File: config.mk
export PLATFORM = sky130hd
export DESIGN_NAME = gbc_control
export DESIGN_NICKNAME = d
export VERILOG_FILES = /design/src/hdl/gbc_pkg.sv /design/src/hdl/gbc_control.sv
export SDC_FILE = /design/constraint.sdc
export NUM_CORES = 1
export LEC_CHECK = 0
export ABC_AREA = 1
export BUFFER_PORTS_ARGS = -buffer_cell sky130_fd_sc_hd__buf_2
export CAP_MARGIN = 20
export CORE_MARGIN = 2
export CORE_UTILIZATION = 60
export DETAILED_ROUTE_END_ITERATION = 8
export PLACE_DENSITY = 0.83
export SLEW_MARGIN = 30
export SYNTH_ARGS = -nofsm -noshare
export SYNTH_HDL_FRONTEND = slang
export SYNTH_SLANG_ARGS = --single-unit
File: constraint.sdc
create_clock -name ref_clk -period 23 [get_ports ref_clk]
set_input_delay 1.15 -clock ref_clk [delete_from_list [all_inputs] [get_ports ref_clk]]
set_output_delay 1.15 -clock ref_clk [all_outputs]
set_load 0.05 [all_outputs]
File: src/hdl/gbc_pkg.sv
/*
  Shared constants and carrier types of the gate bias calculation control.
  Assumes a single 250 MHz device clock and byte addresses on the bus.
*/
package gbc_pkg;
  // ==========================================================
  // Register byte offsets
  localparam logic [5:0] OFF_STAGED_CH1  = 6'h00;
  localparam logic [5:0] OFF_STAGED_CH2  = 6'h04;
  localparam logic [5:0] OFF_DIRECT_CH1  = 6'h08;
  localparam logic [5:0] OFF_DIRECT_CH2  = 6'h0c;
  localparam logic [5:0] OFF_LOAD_DAC    = 6'h10;
  localparam logic [5:0] OFF_CAL_CONTROL = 6'h14;
  localparam logic [5:0] OFF_CONV_SELECT = 6'h18;
  localparam logic [5:0] OFF_SW_CONFIG   = 6'h1c;
  localparam logic [5:0] OFF_HYSTERESIS  = 6'h20;
  localparam logic [5:0] OFF_SETPOINT1   = 6'h24;
  localparam logic [5:0] OFF_SETPOINT2   = 6'h28;
  localparam logic [5:0] OFF_PARAM1      = 6'h2c;
  localparam logic [5:0] OFF_PARAM2      = 6'h30;
  localparam logic [5:0] OFF_STATUS      = 6'h34;
  localparam logic [5:0] OFF_OUT_CH1     = 6'h38;
  localparam logic [5:0] OFF_OUT_CH2     = 6'h3c;
  // ==========================================================
  // Field positions
  localparam int CAL_TRACK_BIT  = 0;
  localparam int CAL_START_BIT  = 1;
  localparam int CAL_PERIOD_BIT = 2;
  localparam int CONV_CONT_BIT  = 7;
  localparam int SW_CH_STRIDE   = 6;
  localparam int SW_TSRC_POS    = 2;
  localparam int SW_PARAM_EN    = 3;
  localparam int SW_TEMP_EN     = 4;
  localparam int SW_LOAD_POS    = 5;
  localparam int SW_LIMIT_POS   = 12;
  localparam int SW_EQ_BIT      = 15;
  localparam int HYS_TEMP_POS   = 4;
  localparam int HYS_TABLE_POINT_SIZE_POS  = 12;
  // ==========================================================
  // Reset values and timing
  localparam logic [15:0] SW_CONFIG_RST = 16'h0000;
  localparam logic [15:0] HYST_RST      = 16'h0000;
  localparam logic [2:0]  CAL_RST       = 3'h0;
  localparam int CLK_MHZ        = 250;
  localparam int CAL_PERIOD_MS  = 13;
  localparam int CAL_PERIOD_CYC = CAL_PERIOD_MS * CLK_MHZ * 1000;
  localparam int CAL_STEP_CYC   = 16;
  // ==========================================================
  // Types
  typedef enum logic [1:0] {SRC_STORED, SRC_RESERVED, SRC_CURRENT, SRC_AUX}
    gbc_src_t;
  typedef enum {CAL_IDLE, CAL_CH1, CAL_CH2, CAL_WAIT} gbc_cal_t;
  typedef struct packed {
    logic        valid;
    logic [11:0] data;
  } gbc_sample_t;
endpackage

File: src/hdl/gbc_control.sv
/*
  Gate bias calculation control: averaging, trigger gating, DAC staging,
  amplifier calibration scheduling and conversion channel selection.
  Assumes samples and results arrive from logic on ref_clk and that the
  register bus is an Avalon-MM master on the same clock.
*/
// Implementation choices: the register addresses and the Avalon-MM slave port.
// Contract
// Ch2 average moves by 1/16 of difference at 0, 1/4 at 1.
// Ch2 limiter code 0 no limit, codes 1..7 limit to 1..127 LSBs.
// Source 00 stored, 10 current, 11 aux; software never picks 01.
// New parameter sample triggers calculation only beyond shared hysteresis.
// Software clears both compensation enables before changing hysteresis.
// Staged write keeps 12 bits; output changes only on load.
// Staged write starts no calculation.
// Direct write loads staged and output, no calculation.
// DAC staged and output values are never saved.
// Calibration control is saved; upper bits ignored.
// Track bit 0 acquisition mode, 1 tracking mode calibration.
// Software keeps track bit 0 for first calibration after power-up.
// Start bit calibrates both amplifiers and self-clears when done.
// Powered-down channel calibration is skipped, other still runs.
// Periodic bit with start bit repeats calibration about every 13 ms.
// Without periodic bit each start write runs one calibration.
// Setpoint write always starts a calculation.
// Temperature change beyond hysteresis triggers when enabled.
// Stored source: parameter write triggers when compensation enabled.
// Sampled source triggers when a new table entry is selected.
// Seven select bits, continuous bit, upper bits ignored.
// Conversion write starts the next selected channel in sequence.
// Ch2 equation choice applies only in tracking mode.
// Load bit 1 results to staged only, 0 to both.
// Difference clamped to plus or minus limit before update.
`timescale 1ns/1ps
module gbc_control #(
  parameter int CAL_PERIOD = gbc_pkg::CAL_PERIOD_CYC,
  parameter int CAL_STEP   = gbc_pkg::CAL_STEP_CYC
) (
  input  wire logic                ref_clk,
  input  wire logic                reset_n,
  input  wire logic [5:0]          address,
  input  wire logic                read,
  input  wire logic                write,
  input  wire logic [31:0]         writedata,
  output logic      [31:0]         readdata,
  output logic                     waitrequest,
  input  gbc_pkg::gbc_sample_t     tempExt [2],
  input  gbc_pkg::gbc_sample_t     tempInt,
  input  gbc_pkg::gbc_sample_t     currentSample [2],
  input  gbc_pkg::gbc_sample_t     auxSample [2],
  input  gbc_pkg::gbc_sample_t     gateResult [2],
  input  wire logic                trackingMode,
  input  wire logic [1:0]          chPowerDown,
  input  wire logic                adcWriteStarts,
  input  wire logic                convDone,
  output logic      [1:0]          calcStart,
  output logic      [11:0]         gateSetpoint [2],
  output logic      [11:0]         paramValue [2],
  output logic      [11:0]         gateOut [2],
  output logic      [1:0]          calStart,
  output logic                     calTrackMode,
  output logic      [2:0]          calNvImage,
  output logic                     convStart,
  output logic      [2:0]          convChannel
);
  // ==========================================================
  // Bus slave: one wait cycle, request taken when ackReg is high
  logic        ackReg;
  logic [31:0] readdataReg;
  wire         busReq  = read | write;
  wire         busTake = busReq & ackReg;
  wire         wrTake  = write & ackReg;
  wire  [15:0] wd      = writedata[15:0];
  wire         wrStaged1 = wrTake & (address == gbc_pkg::OFF_STAGED_CH1);
  wire         wrStaged2 = wrTake & (address == gbc_pkg::OFF_STAGED_CH2);
  wire         wrDirect1 = wrTake & (address == gbc_pkg::OFF_DIRECT_CH1);
  wire         wrDirect2 = wrTake & (address == gbc_pkg::OFF_DIRECT_CH2);
  wire         wrLoad    = wrTake & (address == gbc_pkg::OFF_LOAD_DAC);
  wire         wrCal     = wrTake & (address == gbc_pkg::OFF_CAL_CONTROL);
  wire         wrConv    = wrTake & (address == gbc_pkg::OFF_CONV_SELECT);
  wire         wrSw      = wrTake & (address == gbc_pkg::OFF_SW_CONFIG);
  wire         wrHyst    = wrTake & (address == gbc_pkg::OFF_HYSTERESIS);
  wire         wrSet1    = wrTake & (address == gbc_pkg::OFF_SETPOINT1);
  wire         wrSet2    = wrTake & (address == gbc_pkg::OFF_SETPOINT2);
  wire         wrPar1    = wrTake & (address == gbc_pkg::OFF_PARAM1);
  wire         wrPar2    = wrTake & (address == gbc_pkg::OFF_PARAM2);
  wire  [1:0]  wrStaged  = {wrStaged2, wrStaged1};
  wire  [1:0]  wrDirect  = {wrDirect2, wrDirect1};
  wire  [1:0]  wrSet     = {wrSet2, wrSet1};
  wire  [1:0]  wrPar     = {wrPar2, wrPar1};

  assign waitrequest = busReq & ~ackReg;
  assign readdata    = readdataReg;

  always_ff @(posedge ref_clk) begin
    if (!reset_n) begin
      ackReg <= 1'b0;
    end else begin
      ackReg <= busReq & ~ackReg;
    end
  end

  // ==========================================================
  // Configuration registers
  logic [15:0] swReg;
  logic [15:0] hystReg;
  logic [2:0]  calReg;
  logic [6:0]  convSelReg;
  logic        convContReg;
  logic        calDone;
  gbc_pkg::gbc_cal_t calState;
  wire  [3:0]  paramHyst = hystReg[3:0];
  wire  [7:0]  tempHyst  = hystReg[gbc_pkg::HYS_TEMP_POS +: 8];
  wire  [2:0]  pointSize = hystReg[gbc_pkg::HYS_TABLE_POINT_SIZE_POS +: 3];
  wire  [2:0]  limitCode = swReg[gbc_pkg::SW_LIMIT_POS +: 3];
  wire         eqQuarter = swReg[gbc_pkg::SW_EQ_BIT] & trackingMode;
  wire         calBusy   = (calState != gbc_pkg::CAL_IDLE);

  always_ff @(posedge ref_clk) begin
    if (!reset_n) begin
      swReg       <= gbc_pkg::SW_CONFIG_RST;
      hystReg     <= gbc_pkg::HYST_RST;
      convSelReg  <= 7'h00;
      convContReg <= 1'b0;
    end else begin
      if (wrSw) swReg <= wd;
      // Software must hold both enables low while this changes
      if (wrHyst) hystReg <= wd;
      if (wrConv) begin
        convSelReg  <= wd[6:0];
        convContReg <= wd[gbc_pkg::CONV_CONT_BIT];
      end
    end
  end

  // Start bit: a new write wins over self-clear in the same cycle
  always_ff @(posedge ref_clk) begin
    if (!reset_n) begin
      calReg <= gbc_pkg::CAL_RST;
    end else if (wrCal) begin
      calReg <= wd[2:0];
    end else if (calDone) begin
      calReg[gbc_pkg::CAL_START_BIT] <= 1'b0;
    end
  end
  assign calNvImage   = calReg;
  assign calTrackMode = calReg[gbc_pkg::CAL_TRACK_BIT];

  // ==========================================================
  // Calibration sequencer
  logic [31:0] calCnt;
  logic [1:0]  calStartReg;
  wire         startBit  = calReg[gbc_pkg::CAL_START_BIT];
  wire         periodic  = calReg[gbc_pkg::CAL_PERIOD_BIT];
  wire         cntZero   = (calCnt == 32'h0);
  wire         runCh1    = ~chPowerDown[0];
  wire         runCh2    = ~chPowerDown[1];
  wire  [31:0] stepLoad  = 32'(CAL_STEP - 1);
  wire  [31:0] perLoad   = 32'(CAL_PERIOD - 1);
  assign calStart = calStartReg;
  assign calDone  = (calState == gbc_pkg::CAL_CH2) & cntZero & ~periodic;

  always_ff @(posedge ref_clk) begin
    if (!reset_n) begin
      calState    <= gbc_pkg::CAL_IDLE;
      calCnt      <= 32'h0;
      calStartReg <= 2'b00;
    end else begin
      calStartReg <= 2'b00;
      if (!cntZero) calCnt <= calCnt - 32'h1;
      unique case (calState)
        gbc_pkg::CAL_IDLE: begin
          if (startBit && !wrCal) begin
            calState       <= gbc_pkg::CAL_CH1;
            calCnt         <= stepLoad;
            calStartReg[0] <= runCh1;
          end
        end
        gbc_pkg::CAL_CH1: begin
          if (cntZero) begin
            calState       <= gbc_pkg::CAL_CH2;
            calCnt         <= stepLoad;
            calStartReg[1] <= runCh2;
          end
        end
        gbc_pkg::CAL_CH2: begin
          if (cntZero) begin
            calState <= periodic ? gbc_pkg::CAL_WAIT : gbc_pkg::CAL_IDLE;
            calCnt   <= periodic ? perLoad : 32'h0;
          end
        end
        gbc_pkg::CAL_WAIT: begin
          // Clearing the start bit ends the periodic runs
          if (!startBit || !periodic) begin
            calState <= gbc_pkg::CAL_IDLE;
            calCnt   <= 32'h0;
          end else if (cntZero) begin
            calState       <= gbc_pkg::CAL_CH1;
            calCnt         <= stepLoad;
            calStartReg[0] <= runCh1;
          end
        end
      endcase
    end
  end

  // ==========================================================
  // Conversion channel sequencing
  logic [2:0] convChReg;
  logic       convStartReg;
  logic       convPend;
  function automatic logic [2:0] nextSel(input logic [2:0] cur,
                                         input logic [6:0] sel);
    logic [2:0] idx;
    logic       hit;
    nextSel = cur;
    hit     = 1'b0;
    for (int i = 1; i <= 7; i++) begin
      idx = 3'((32'(cur) + i) % 7);
      if (!hit && sel[idx]) begin
        nextSel = idx;
        hit     = 1'b1;
      end
    end
  endfunction
  wire       convGo  = (convPend | (convDone & convContReg)) &
                       (convSelReg != 7'h00);
  assign convStart   = convStartReg;
  assign convChannel = convChReg;

  always_ff @(posedge ref_clk) begin
    if (!reset_n) begin
      convChReg    <= 3'h6;
      convStartReg <= 1'b0;
    end else begin
      convStartReg <= 1'b0;
      if (convGo) begin
        convChReg    <= nextSel(convChReg, convSelReg);
        convStartReg <= 1'b1;
      end
    end
  end
  // Write-triggered start uses the new select word one cycle later
  always_ff @(posedge ref_clk) begin
    if (!reset_n) convPend <= 1'b0;
    else convPend <= wrConv & adcWriteStarts & (wd[6:0] != 7'h00);
  end

  // ==========================================================
  // Per-channel averaging, triggers and DAC registers
  logic [1:0]  trigNow;
  logic [12:0] tempAvg [2];
  function automatic logic [11:0] absDiff(input logic [11:0] a,
                                          input logic [11:0] b);
    absDiff = (a > b) ? (a - b) : (b - a);
  endfunction

  for (genvar ch = 0; ch < 2; ch++) begin : g_ch
    localparam int B = ch * gbc_pkg::SW_CH_STRIDE;
    gbc_pkg::gbc_src_t src;
    logic [11:0] stagedReg;
    logic [11:0] outReg;
    logic [11:0] tempUsed;
    logic [11:0] paramUsed;
    logic        calcReg;
    assign src = gbc_pkg::gbc_src_t'(swReg[B +: 2]);
    wire  tSel   = swReg[B + gbc_pkg::SW_TSRC_POS];
    wire  pEn    = swReg[B + gbc_pkg::SW_PARAM_EN];
    wire  tEn    = swReg[B + gbc_pkg::SW_TEMP_EN];
    wire  loadLo = swReg[B + gbc_pkg::SW_LOAD_POS];
    gbc_pkg::gbc_sample_t tS;
    gbc_pkg::gbc_sample_t pS;
    assign tS = tSel ? tempInt : tempExt[ch];
    assign pS = (src == gbc_pkg::SRC_AUX) ? auxSample[ch]
                                          : currentSample[ch];
    // Signed difference, clamped on channel 2 only
    wire signed [13:0] diff = $signed({2'b00, tS.data}) -
                              $signed({1'b0, tempAvg[ch]});
    wire signed [13:0] lim  = $signed(14'((1 << limitCode) - 1));
    wire        doClamp = (ch == 1) && (limitCode != 3'h0);
    wire signed [13:0] dClamp = !doClamp ? diff :
                                (diff > lim) ? lim :
                                (diff < -lim) ? -lim : diff;
    wire signed [13:0] step = (ch == 1 && eqQuarter) ? (dClamp >>> 2)
                                                     : (dClamp >>> 4);
    wire [12:0] avgNext = 13'($signed({1'b0, tempAvg[ch]}) + step);
    wire tempTrig  = tEn & tS.valid &
                     (absDiff(avgNext[11:0], tempUsed) > 12'(tempHyst));
    wire storedTrig = pEn & (src == gbc_pkg::SRC_STORED) & wrPar[ch];
    wire sampTrig  = pEn & src[1] & pS.valid &
                     (absDiff(pS.data, paramUsed) > 12'(paramHyst)) &
                     ((pS.data >> pointSize) != (paramUsed >> pointSize));
    // Staged and direct writes are deliberately absent here
    assign trigNow[ch] = wrSet[ch] | tempTrig | storedTrig | sampTrig;
    assign calcStart[ch] = calcReg;
    assign gateOut[ch]   = outReg;

    always_ff @(posedge ref_clk) begin
      if (!reset_n) begin
        calcReg          <= 1'b0;
        tempAvg[ch]      <= 13'h0;
        tempUsed         <= 12'h0;
        paramUsed        <= 12'h0;
        gateSetpoint[ch] <= 12'h0;
        paramValue[ch]   <= 12'h0;
      end else begin
        calcReg <= trigNow[ch];
        if (tS.valid) tempAvg[ch] <= avgNext;
        if (tempTrig) tempUsed <= avgNext[11:0];
        if (sampTrig) paramUsed <= pS.data;
        if (wrSet[ch]) gateSetpoint[ch] <= wd[11:0];
        if (wrPar[ch]) paramValue[ch] <= wd[11:0];
      end
    end

    // Not saved anywhere: DAC values are lost at power-down
    always_ff @(posedge ref_clk) begin
      if (!reset_n) begin
        stagedReg <= 12'h0;
        outReg    <= 12'h0;
      end else if (wrDirect[ch]) begin
        stagedReg <= wd[11:0];
        outReg    <= wd[11:0];
      end else if (wrStaged[ch]) begin
        stagedReg <= wd[11:0];
      end else if (wrLoad && wd[ch]) begin
        outReg <= stagedReg;
      end else if (gateResult[ch].valid) begin
        stagedReg <= gateResult[ch].data;
        if (!loadLo) outReg <= gateResult[ch].data;
      end
    end
  end

  // ==========================================================
  // Read data: write-only registers and holes read as zero
  wire [31:0] statusWord = {27'h0, calBusy, periodic, startBit,
                            calTrackMode, convContReg};
  wire [31:0] rdMux = (address == gbc_pkg::OFF_STATUS) ? statusWord :
                      (address == gbc_pkg::OFF_OUT_CH1) ?
                        {20'h0, g_ch[0].outReg} :
                      (address == gbc_pkg::OFF_OUT_CH2) ?
                        {20'h0, g_ch[1].outReg} : 32'h0;
  always_ff @(posedge ref_clk) begin
    if (!reset_n) readdataReg <= 32'h0;
    else if (read && !ackReg) readdataReg <= rdMux;
  end

  localparam int CAL_MAX = 64;
endmodule

Yosys cells after proc, flatten, opt, wreduce, memory -nomap -nowiden

Memory sizes are Yosys's and may differ from the RTL's.
Cells that the tools add are included.

Output and inout bits: 117
Logic and storage cells: 311
Bits in registers: 292
Memories kept: 1
Bits in writable memories: 26

Magnitude comparators: 17
Equality and inequality tests: 33
Shift operators: 5
Divide/modulo/power cells: 7
Reduce and logical (&&, ||, !) cells: 43
Bitwise operators: 52
Add/subtract/negate cells: 22
Muxes and demuxes: 102

Memory list:

| name    | words | bits a word | rd ports | clocked after memory_dff | write ports | line               | text |
|---|---|---|---|---|---|---|---|
| tempAvg | 2     | 13          | 2        | 0                        | 2           | gbc_control.sv:252 | `logic [12:0] tempAvg [2];` |

Operators by type and width:

| kind                                                    | count |
|---|---|
| two-way mux 32 bit                                      | 10 |
| two-way mux 12 bit                                      | 25 |
| case mux 32 bit (4 select lines)                        | 2 |
| remainder unit 32 x 3 -> 32 bit (second input constant) | 7 |
| subtractor 12 bit                                       | 8 |
| two-way mux 13 bit                                      | 6 |
| equality test 32 x 2 -> 1 bit (second input constant)   | 2 |
| zero test 32 bit                                        | 2 |
| equality test 6 bit (second input constant)             | 8 |
| greater-than comparator 12 bit                          | 4 |
| right shift 12 x 3 -> 12 bit                            | 4 |
| two-way mux 14 bit                                      | 3 |
| bitwise AND 1 bit                                       | 38 |
| two-way mux 1 bit                                       | 38 |
| equality test 32 x 1 -> 1 bit (second input constant)   | 1 |
| equality test 32 x 3 -> 1 bit (second input constant)   | 1 |
| nonzero test 32 bit                                     | 1 |
| subtractor 32 x 1 -> 32 bit (second input constant)     | 1 |
| < comparator 3 x 4 -> 1 bit (second input constant)     | 7 |
| subtractor 12 x 13 -> 14 bit                            | 2 |
| equality test 6 x 5 -> 1 bit (second input constant)    | 4 |
| greater-than comparator 12 x 4 -> 1 bit                 | 2 |
| greater-than comparator 12 x 8 -> 1 bit                 | 2 |
| inequality test 12 bit                                  | 2 |
| 36 further kinds                                        | 101 |

Longest topological paths before layout

Gate-level depths: netlist (run 1).

Word-level depth: 36
Mapped depth: 70

Worst setup path after synthesis (run 1)

Ideal clock, no wire load.

Path type: input port to flip-flop
Start point: input tempInt[3] (netlist bit)
End point: register g_ch[1].tempUsed[1]
Setup time: 120 ps
Setup slack: 13,674 ps
Stages on the path: 64
Required time: 22,880 ps
Arrival time: 9,206 ps
Cell sequence: mux2_2 -> ha_1 -> nand4_1 -> o211a_1 -> o21ai_0 -> a21oi_1 -> o21bai_1 -> nand3_1 -> nand2_1 -> nand2_1 -> inv_1 -> nor2_1 -> nor2_1 -> inv_1 -> ha_1 -> nand2_1 -> nor2_1 -> nand3_1 -> [... 28 more ...] -> nand3_1 -> nand2_1 -> nand2_1 -> buf_2 -> o21ai_0 -> xor2_1 -> inv_1 -> ha_1 -> nand2_1 -> o31ai_1 -> a31oi_1 -> o221ai_1 -> o31ai_1 -> nand3_1 -> nand2_1 -> buf_2 -> o21ai_0 -> a21oi_1

Word-level cells in the longest chain between the ends: 12
Elaborated cells between the ends (all ways): 15
Those cells by class: add/sub: 4; order compare: 4; mux: 6; bitwise: 1

RTL lines:

| what                                                                       | line               | text |
|---|---|---|
| start: declaration                                                         | gbc_control.sv:48  | `input gbc_pkg::gbc_sample_t tempInt,` |
| two-way mux 13 bit (*)                                                     | gbc_control.sv:273 | `assign tS = tSel ? tempInt : tempExt[ch];` |
| subtractor 12 x 13 -> 14 bit (*)                                           | gbc_control.sv:277 | `wire signed [13:0] diff = $signed({2'b00, tS.data}) -` |
| < comparator 14 bit                                                        | gbc_control.sv:283 | `(diff < -lim) ? -lim : diff;` |
| two-way mux 14 bit                                                         | gbc_control.sv:283 |  |
| two-way mux 14 bit                                                         | gbc_control.sv:282 | `(diff > lim) ? lim :` |
| two-way mux 14 bit (*)                                                     | gbc_control.sv:281 | `wire signed [13:0] dClamp = !doClamp ? diff :` |
| two-way mux 11 bit (*)                                                     | gbc_control.sv:284 | `wire signed [13:0] step = (ch == 1 && eqQuarter) ? (dClamp >>> 2)` |
| adder 13 x 12 -> 13 bit (*)                                                | gbc_control.sv:286 | `wire [12:0] avgNext = 13'($signed({1'b0, tempAvg[ch]}) + step);` |
| net g_ch[1].avgNext[9]                                                     | gbc_control.sv:286 |  |
| subtractor 12 bit / greater-than comparator 12 bit (equally long branches) | gbc_control.sv:255 | `absDiff = (a > b) ? (a - b) : (b - a);` |
| two-way mux 12 bit (*)                                                     | gbc_control.sv:255 |  |
| greater-than comparator 12 x 8 -> 1 bit (*)                                | gbc_control.sv:288 | `(absDiff(avgNext[11:0], tempUsed) > 12'(tempHyst));` |
| bitwise AND 1 bit (*)                                                      | gbc_control.sv:287 | `wire tempTrig = tEn & tS.valid &` |
| end signal: assignment                                                     | gbc_control.sv:309 | `if (tempTrig) tempUsed <= avgNext[11:0];` |
| end: declaration                                                           | gbc_control.sv:263 | `logic [11:0] tempUsed;` |

The timed path passes the listed nets; every way through them passes the cells marked *.
A chain may end at the register's enable or synchronous reset.

Worst setup path in the final report (run 1)

Start point: register swReg[8]
End point: register g_ch[1].tempUsed[11]

Word-level cells in the longest chain between the ends: 12
Elaborated cells between the ends (all ways): 16
Those cells by class: add/sub: 4; order compare: 4; mux: 6; bitwise: 2

RTL lines:

| what                                                                       | line               | text |
|---|---|---|
| start: declaration                                                         | gbc_control.sv:105 | `logic [15:0] swReg;` |
| start signal: assignment                                                   | gbc_control.sv:121 | `swReg <= gbc_pkg::SW_CONFIG_RST;` |
| start signal: assignment                                                   | gbc_control.sv:126 | `if (wrSw) swReg <= wd;` |
| two-way mux 13 bit (*)                                                     | gbc_control.sv:273 |  |
| subtractor 12 x 13 -> 14 bit (*)                                           | gbc_control.sv:277 |  |
| < comparator 14 bit                                                        | gbc_control.sv:283 |  |
| two-way mux 14 bit                                                         | gbc_control.sv:283 |  |
| two-way mux 14 bit                                                         | gbc_control.sv:282 |  |
| two-way mux 14 bit (*)                                                     | gbc_control.sv:281 |  |
| two-way mux 11 bit (*)                                                     | gbc_control.sv:284 |  |
| adder 13 x 12 -> 13 bit (*)                                                | gbc_control.sv:286 |  |
| net g_ch[1].avgNext[9]                                                     | gbc_control.sv:286 |  |
| subtractor 12 bit / greater-than comparator 12 bit (equally long branches) | gbc_control.sv:255 |  |
| two-way mux 12 bit (*)                                                     | gbc_control.sv:255 |  |
| greater-than comparator 12 x 8 -> 1 bit (*)                                | gbc_control.sv:288 |  |
| bitwise AND 1 bit (*)                                                      | gbc_control.sv:287 |  |

Marks and branches as above.

==> flow_summary.toml, run 1 <==
[logic_synthesis]
synth_edf_count = 26
yosysSeqAreaShare_pct = 24.4
syn_area_sq_um = 23100
syn_area_per_cell_sq_um = 6.85
synthDistinctLibCells = 71
syn_inst = 3366
synth_ff_type = "dfxtp_1"
yosysTopAreaCell = "dfxtp_1"
async_flop_share_pct = 0
ys_ff_latch = 268
yosys-top-cells-area = "dfxtp_1, ha_1, nand2_1"
ys_warn_count = 0
synth_top_area_share_pct = 21.0

[critical_path]
startpoint_type = "flop"
critical_path.top_delay_family = "simple AND/OR/NAND/NOR gates"
cp_slowest_cell = "dfxtp_1"
slowest_delay_ns = 0.67
path_max_fanout = 21
cpMostUsedCell = "nand2_1"
timing_worst_setup_path_type = "reg -> reg"
endpoint_kind = "flop"
cp_data_required_time_ns = 23.46
cp.buffers_inverters = 10
cp.arrival_ns = 11.87

[cells_and_area]
drive_gt1_share_pct = 13.5
fin_area_sq_um = 25500
final_nets = 3944
syn2layout_area_growth_pct = 10.4
stdcell_count = 4075
antenna-diode-count = 0

[clock_network]
htree_levels = 1
clkTransAtPathRegs_ns = 0.06
clockBufferDepth = 3
cts_resized = 0
post_cts_buffers = 0
insertion_delay_ns = 0.59
cts_sinks = 268
clockRootBuffer = "clkbuf_16"
hold_buffers = 0
cts_made_buffers = 30
tritoncts = "built"

[placement]
place_hpwl_microns = 49300
placed_area_sq_um = 24400
dpl.cell_count = 4020
gp_congestion = 0.956
portBuffers = 244

[timing]
finalHoldViolCount = 0
tns_ns = 0
tightest_slew_ns = 1.00
fin_hold_ws_ns = 0.461
layout_worst_path_cycle_share_pct = 49.6
fin_crit_ns = 11.41
setup_viol = 0
fin_skew_ns = 0.0145
drv_slew = 0
rsz0062_at_grt = "no"
fmax_ghz = 0.0877
slew_headroom_pct = 32.7

[global_route]
antenna_found_initial = 0
grt_overflow = 0
grt_pass1_vias = 21000
track_usage_pct = 31.6
grt_use_met3_pct = 4.89
grt_use_met2_pct = 54.2
grt_pass1_wl_microns = 103000
met1_usage_pct = 39.9
grt_max_degree = 96
top_usage_layer = "met2"

[drt]
drc = 0
drtPass1Iterations = 6
viasPerCell = 5.61
ant_nets = 0
drt-initial-drc-count = 1417
avgRoutedWirePerCell_microns = 15.8
vias = 22900
wl_microns = 64300

[floorplan]
rows = 71
dieHeight_microns = 200
dieArea_sq_um = 40000
io_pins = 281
core_sq_um = 37800
start_util_pct = 61.1
fp.dieW_microns = 200

[pwr]
power_density_nw_per_um2 = 150
peakVddDrop_v = 0.000216
leakage_nw = 12.1

[run_status]
status = "complete, no violations"

[min_path]
hold_path_class = "reg -> reg"

[flow_run]
drv_cap = 0
[flip-flops by register name, indices dropped and copies added, names as in the netlist, 7 cells and up]
| signal | count |
|---|---|
| g_ch.stagedReg | 24 |
| calCnt | 32 |
| readdata | 12 |
| paramValue | 24 |
| gateSetpoint | 24 |
| swReg | 16 |
| hystReg | 15 |
| g_ch.outReg | 24 |
| tempAvg | 26 |
| g_ch.paramUsed | 24 |
| g_ch.tempUsed | 24 |
| convSelReg | 7 |
[per-stage QoR]
stage	worst slack, ns	power, W	util (%)
detailed placement	11.39	0.00325	64.7
global placement	11.77	0.00318	64.7
CTS	11.78	0.00377	67.4
floorplan	13.67	0.00270	-
finish	11.59	0.00381	67.5
global route	10.31	0.00422	67.5
[metal layers]
layer | vias to the layer above | part of all wire [%]
li1 | 11500 | -
met5 | - | 0
met1 | 10400 | 43
met2 | 756 | 47
met4 | 0 | 3.7
met3 | 153 | 6.6
[cells by family (layout without fill, tap and decap cells)]
| family | Yosys count | after routing | share of synthesized area, % |
|---|---|---|---|
| AND/OR/NAND/NOR | 1152 | 1152 | 21.4 |
| AO/OA/AOI/OAI | 922 | 922 | 23.2 |
| buffers and inverters | 616 | 792 | 10.9 |
| flip-flops | 268 | 268 | 24.4 |
| adder cells (fa/ha/maj) | 239 | 239 | 13.3 |
| XOR/XNOR | 145 | 145 | 5.71 |
| multiplexers | 22 | 22 | 1.02 |
| other | 2 | 24 | 0.0326 |
[layout make-up]
| type | count | area [sq um] |
|---|---|---|
| Multi-Input combinational cell | 2504 | 15000 |
| Sequential cell | 268 | 5630 |
| Clock buffer | 39 | 846 |
| Clock inverter | 16 | 188 |
| Tap cell | 511 | 639 |
| Fill cell | 3426 | 12300 |
| Timing Repair Buffer | 260 | 1340 |
| Inverter | 477 | 1790 |
[path summary, 6_finish.rpt]
kind                start                   end  slack (ns)  depth (start not counted)
max              swReg[8]  g_ch[1].tempUsed[11]       11.59                         65
min          readdata[10]          readdata[10]        0.46                          2
max reg2reg      swReg[8]  g_ch[1].tempUsed[11]       11.59                         65
min reg2reg  readdata[10]          readdata[10]        0.46                          2
[worst register-to-register path: cells and delay by family (launching register included)]
| kind | cells | cell delay, ns |
|---|---|---|
| AND/OR/NAND/NOR | 29 | 3.36 |
| AO/OA/AOI/OAI | 17 | 3.20 |
| adder cells (fa/ha/maj) | 5 | 1.74 |
| buffers and inverters | 10 | 1.28 |
| flip-flops | 1 | 0.67 |
| XOR/XNOR | 3 | 0.63 |
| multiplexers | 1 | 0.41 |
[power breakdown]
| group | internal [W] | switching [W] |
|---|---|---|
| clock | 0.000294 | 0.000209 |
| combinational | 0.00104 | 0.00172 |
| sequential | 0.000521 | 0.0000316 |
[cells in the mapped netlist, drive strengths merged, types with 12 or more instances]
master / count
nand2: 676
inv: 470
o21ai: 395
a21oi: 328
dfxtp: 242
nor2: 237
ha: 228
nand3: 154
xor2: 96
clkbuf: 78
buf: 61
xnor2: 48
o211ai: 38
a31oi: 29
nor3: 29
edfxtp: 26
nand4: 26
o21bai: 25
a211oi: 21
a21o: 18
o221ai: 15
nor4: 13
mux2: 12
[layout by cell type (no fill, tap or decap), types with 12 or more instances in the layout]
master,n
nand4_1,24
inv_1,452
xnor2_1,47
a31oi_1,29
edfxtp_1,26
a21o_1,18
buf_4,17
o21ai_0,326
o21bai_1,25
o211ai_1,36
nor2_1,220
o221ai_1,15
inv_2,18
clkbuf_16,31
nor3_1,26
mux2_2,12
xor2_1,94
nand2_1,634
o21ai_1,43
o21ai_2,23
dfxtp_1,242
conb_1,24
a211oi_1,19
a21oi_2,20
nand3_1,148
ha_1,228
buf_2,243
nand2_2,37
a21oi_1,308
nor4_1,13
(Power assumes the default switching activity.)
==> run 2: changes to the inputs <==
Settings changed: ABC_AREA 1 to 0.
Clock period 23 ns to 10.6 ns, I/O delays scaled along.
==> run 2 against run 1 <==
Non-clock buffer count grew 59. Combinational power grew to 3.0 times the previous value. Power rose to 2.8 times the previous value. Critical endpoint is now g_ch[1].tempUsed[10]. Utilization is 1.8 points higher. Critical path depth fell by 12. Wire length rose by 9.3%. Worst setup slack got worse by 11 ns. Highest routed layer unchanged. Largest cell class unchanged.
==> flow_summary.toml, run 2 <==
[drt]
vias = 23100
ant_nets = 0
drtPass1Iterations = 5
avgRoutedWirePerCell_microns = 19.0
wl_microns = 70200
drc = 0
viasPerCell = 6.25
drt-initial-drc-count = 2009

[logic_synthesis]
async_flop_share_pct = 0
yosysTopAreaCell = "dfxtp_1"
syn_inst = 2960
yosys-top-cells-area = "dfxtp_1, ha_1, mux2i_1"
ys_ff_latch = 268
synth_top_area_share_pct = 20.4
ys_warn_count = 0
syn_area_sq_um = 23800
synth_common_cells = "nand2_1, nor2_1, dfxtp_1"
synth_edf_count = 26
synthDistinctLibCells = 113
yosysSeqAreaShare_pct = 23.6
synth_most_common_cell = "nand2_1"
syn_area_per_cell_sq_um = 8.04
synth_ff_type = "dfxtp_1"

[global_route]
track_usage_pct = 32.3
grt_overflow = 0
grt_pass1_vias = 21900
grt_max_degree = 126
grt_pass1_wl_microns = 111000
antenna_found_initial = 7

[critical_path]
r2r_start = "swReg[8]"
cp-startpoint = "swReg[8]"
cp.arrival_ns = 10.76
cpMostUsedCell = "a21oi_2"
endpoint_kind = "flop"
cp_data_required_time_ns = 11.04
startpoint_type = "flop"
timing_worst_setup_path_type = "reg -> reg"
cp_slowest_cell = "dfxtp_4"
slowest_delay_ns = 0.38
path_max_fanout = 6

[clock_network]
cts_made_buffers = 29
cts_sinks = 268
htree_levels = 1
clkTransAtPathRegs_ns = 0.06
clockRootBuffer = "clkbuf_16"
hold_buffers = 0
tritoncts = "built"
insertion_delay_ns = 0.59
clockBufferDepth = 3

[cells_and_area]
layout_common_cells = "nand2_1, nor2_1, buf_2"
fillerInstances = 3147
largest_reg_flops = 32
final_nets = 3553
fin_area_sq_um = 26900
seqCellArea_sq_um = 5630
multiInputGateArea_sq_um = 17000
syn2layout_area_growth_pct = 13.2
top_regs = "calCnt: 32 flops, tempAvg: 26 flops"
drive_gt1_share_pct = 18.4
layout_commonest_cell = "nand2_1"
top_register = "calCnt"

[placement]
gp_congestion = 0.943
placed_area_sq_um = 25400
portBuffers = 244
place_hpwl_microns = 51700

[floorplan]
core_sq_um = 38900
io_pins = 281
rows = 72
fp.dieW_microns = 203
dieHeight_microns = 203
dieArea_sq_um = 41300
start_util_pct = 61.1

[run_status]
status = "complete, no violations"

[min_path]
min_from = "chPowerDown[1]"
hold_path_class = "in -> reg"

[pwr]
p_seq_share_pct = 11.8
internal-power_w = 0.00530
power_density_nw_per_um2 = 390
pwr-share-clk_pct = 10.2
leakage_nw = 11.7
p_comb_share_pct = 78.0
swShare_pct = 49.5
peakVddDrop_v = 0.000429
p_switching_w = 0.00519

[timing]
tightest_slew_ns = 1.37
fin_crit_ns = 10.32
slew_headroom_pct = 8.22
setup_viol = 0
fin_skew_ns = 0.0190
layout_worst_path_cycle_share_pct = 97.3
finalHoldViolCount = 0
tns_ns = 0
fmax_ghz = 0.0969
drv_slew = 0

[flow_run]
drv_cap = 0
## run 2: cell types whose count changed after synthesis, sizes merged, moves of 43 or more
cell	change
a211oi	+43
a21oi	-121
inv	-253
mux2	+44
mux2i	+124
nand2	-361
nand3	-79
o21ai	-276
xnor2	+48
xor2	-56
## run 2: stage by stage
stage / hold WS, ns / utilization [%] / std cells / total power (W) / setup WS [ns]
after global routing: 0.161 / 69.2 / 3698 / 0.0113 / -0.194
after detailed placement: 0.444 / 65.2 / 3623 / 0.00846 / -0.442
after CTS: 0.136 / 67.8 / 3677 / 0.00959 / 0.00666
after global placement: 0.439 / 65.2 / 3623 / 0.00816 / 0.0815
after floorplan: 0.432 / - / 2982 / 0.00665 / 0.271
final: 0.153 / 69.2 / 3698 / 0.0105 / 0.282
## run 2: critical path, delay by kind of cell (launching register included)
| family | cells | cell delay, ns |
|---|---|---|
| multiplexers | 1 | 0.33 |
| adder cells (fa/ha/maj) | 6 | 1.65 |
| buffers and inverters | 6 | 0.72 |
| AO/OA/AOI/OAI | 28 | 4.72 |
| XOR/XNOR | 3 | 0.55 |
| flip-flops | 1 | 0.38 |
| AND/OR/NAND/NOR | 9 | 1.81 |
## run 2: final cells by class
cell class / instances / area share, %
diodes: 7 / 0.0650
inverters: 218 / 3.06
multi-input cells: 2314 / 63.0
clock inverters: 14 / 0.692
flip-flops and latches: 268 / 20.9
well taps: 518 / 2.41
repair buffers: 319 / 6.84
clock buffers: 40 / 3.00
## run 2: path summary, 6_finish.rpt
path                          end  slack, ns  depth (start not counted)
max          g_ch[1].tempUsed[10]       0.28                         53
min                   calStart[1]       0.15                          2
max reg2reg  g_ch[1].tempUsed[10]       0.28                         53
min reg2reg        paramValue[23]       0.45                          2
## run 2: logic make-up (layout without fill, tap and decap cells)
kind of cell               Yosys count  after routing  share of synthesized area, %
adders and majority gates          239            239                          12.9
buffers and inverters              400            591                          7.07
and+or+nand+nor                    938            938                          18.7
DFF                                268            268                          23.6
AOI/OAI and AO/OA                  768            768                          22.5
muxes                              208            208                          10.0
xor gates and xnor gates           137            137                          5.13
other                                2             31                        0.0316
## run 2: repair_timing
item / CTS / global route
resized for setup: 8 / 82
cloned: 0 / 2
endpoints found under the setup margin: 13 / 13
setup buffers: 0 / 12
pin swaps: 0 / 47
## run 2: routing by layer
metal,up-vias,share of wire (%),global-route usage [%]
met3,175,6.5,3.21
met1,11000,42,41.2
met5,-,0,0
li1,11000,-,-
met4,0,3.9,13.8
met2,976,48,55.8
## run 2: power groups by stage
stage	Clock [W]	Combinational (W)	Sequential (W)
after floorplan	0	0.00540	0.00126
after global placement	0	0.00691	0.00125
after detailed placement	0	0.00721	0.00125
after CTS	0.00107	0.00729	0.00123
after global routing	0.00112	0.00896	0.00125
final	0.00107	0.00819	0.00123
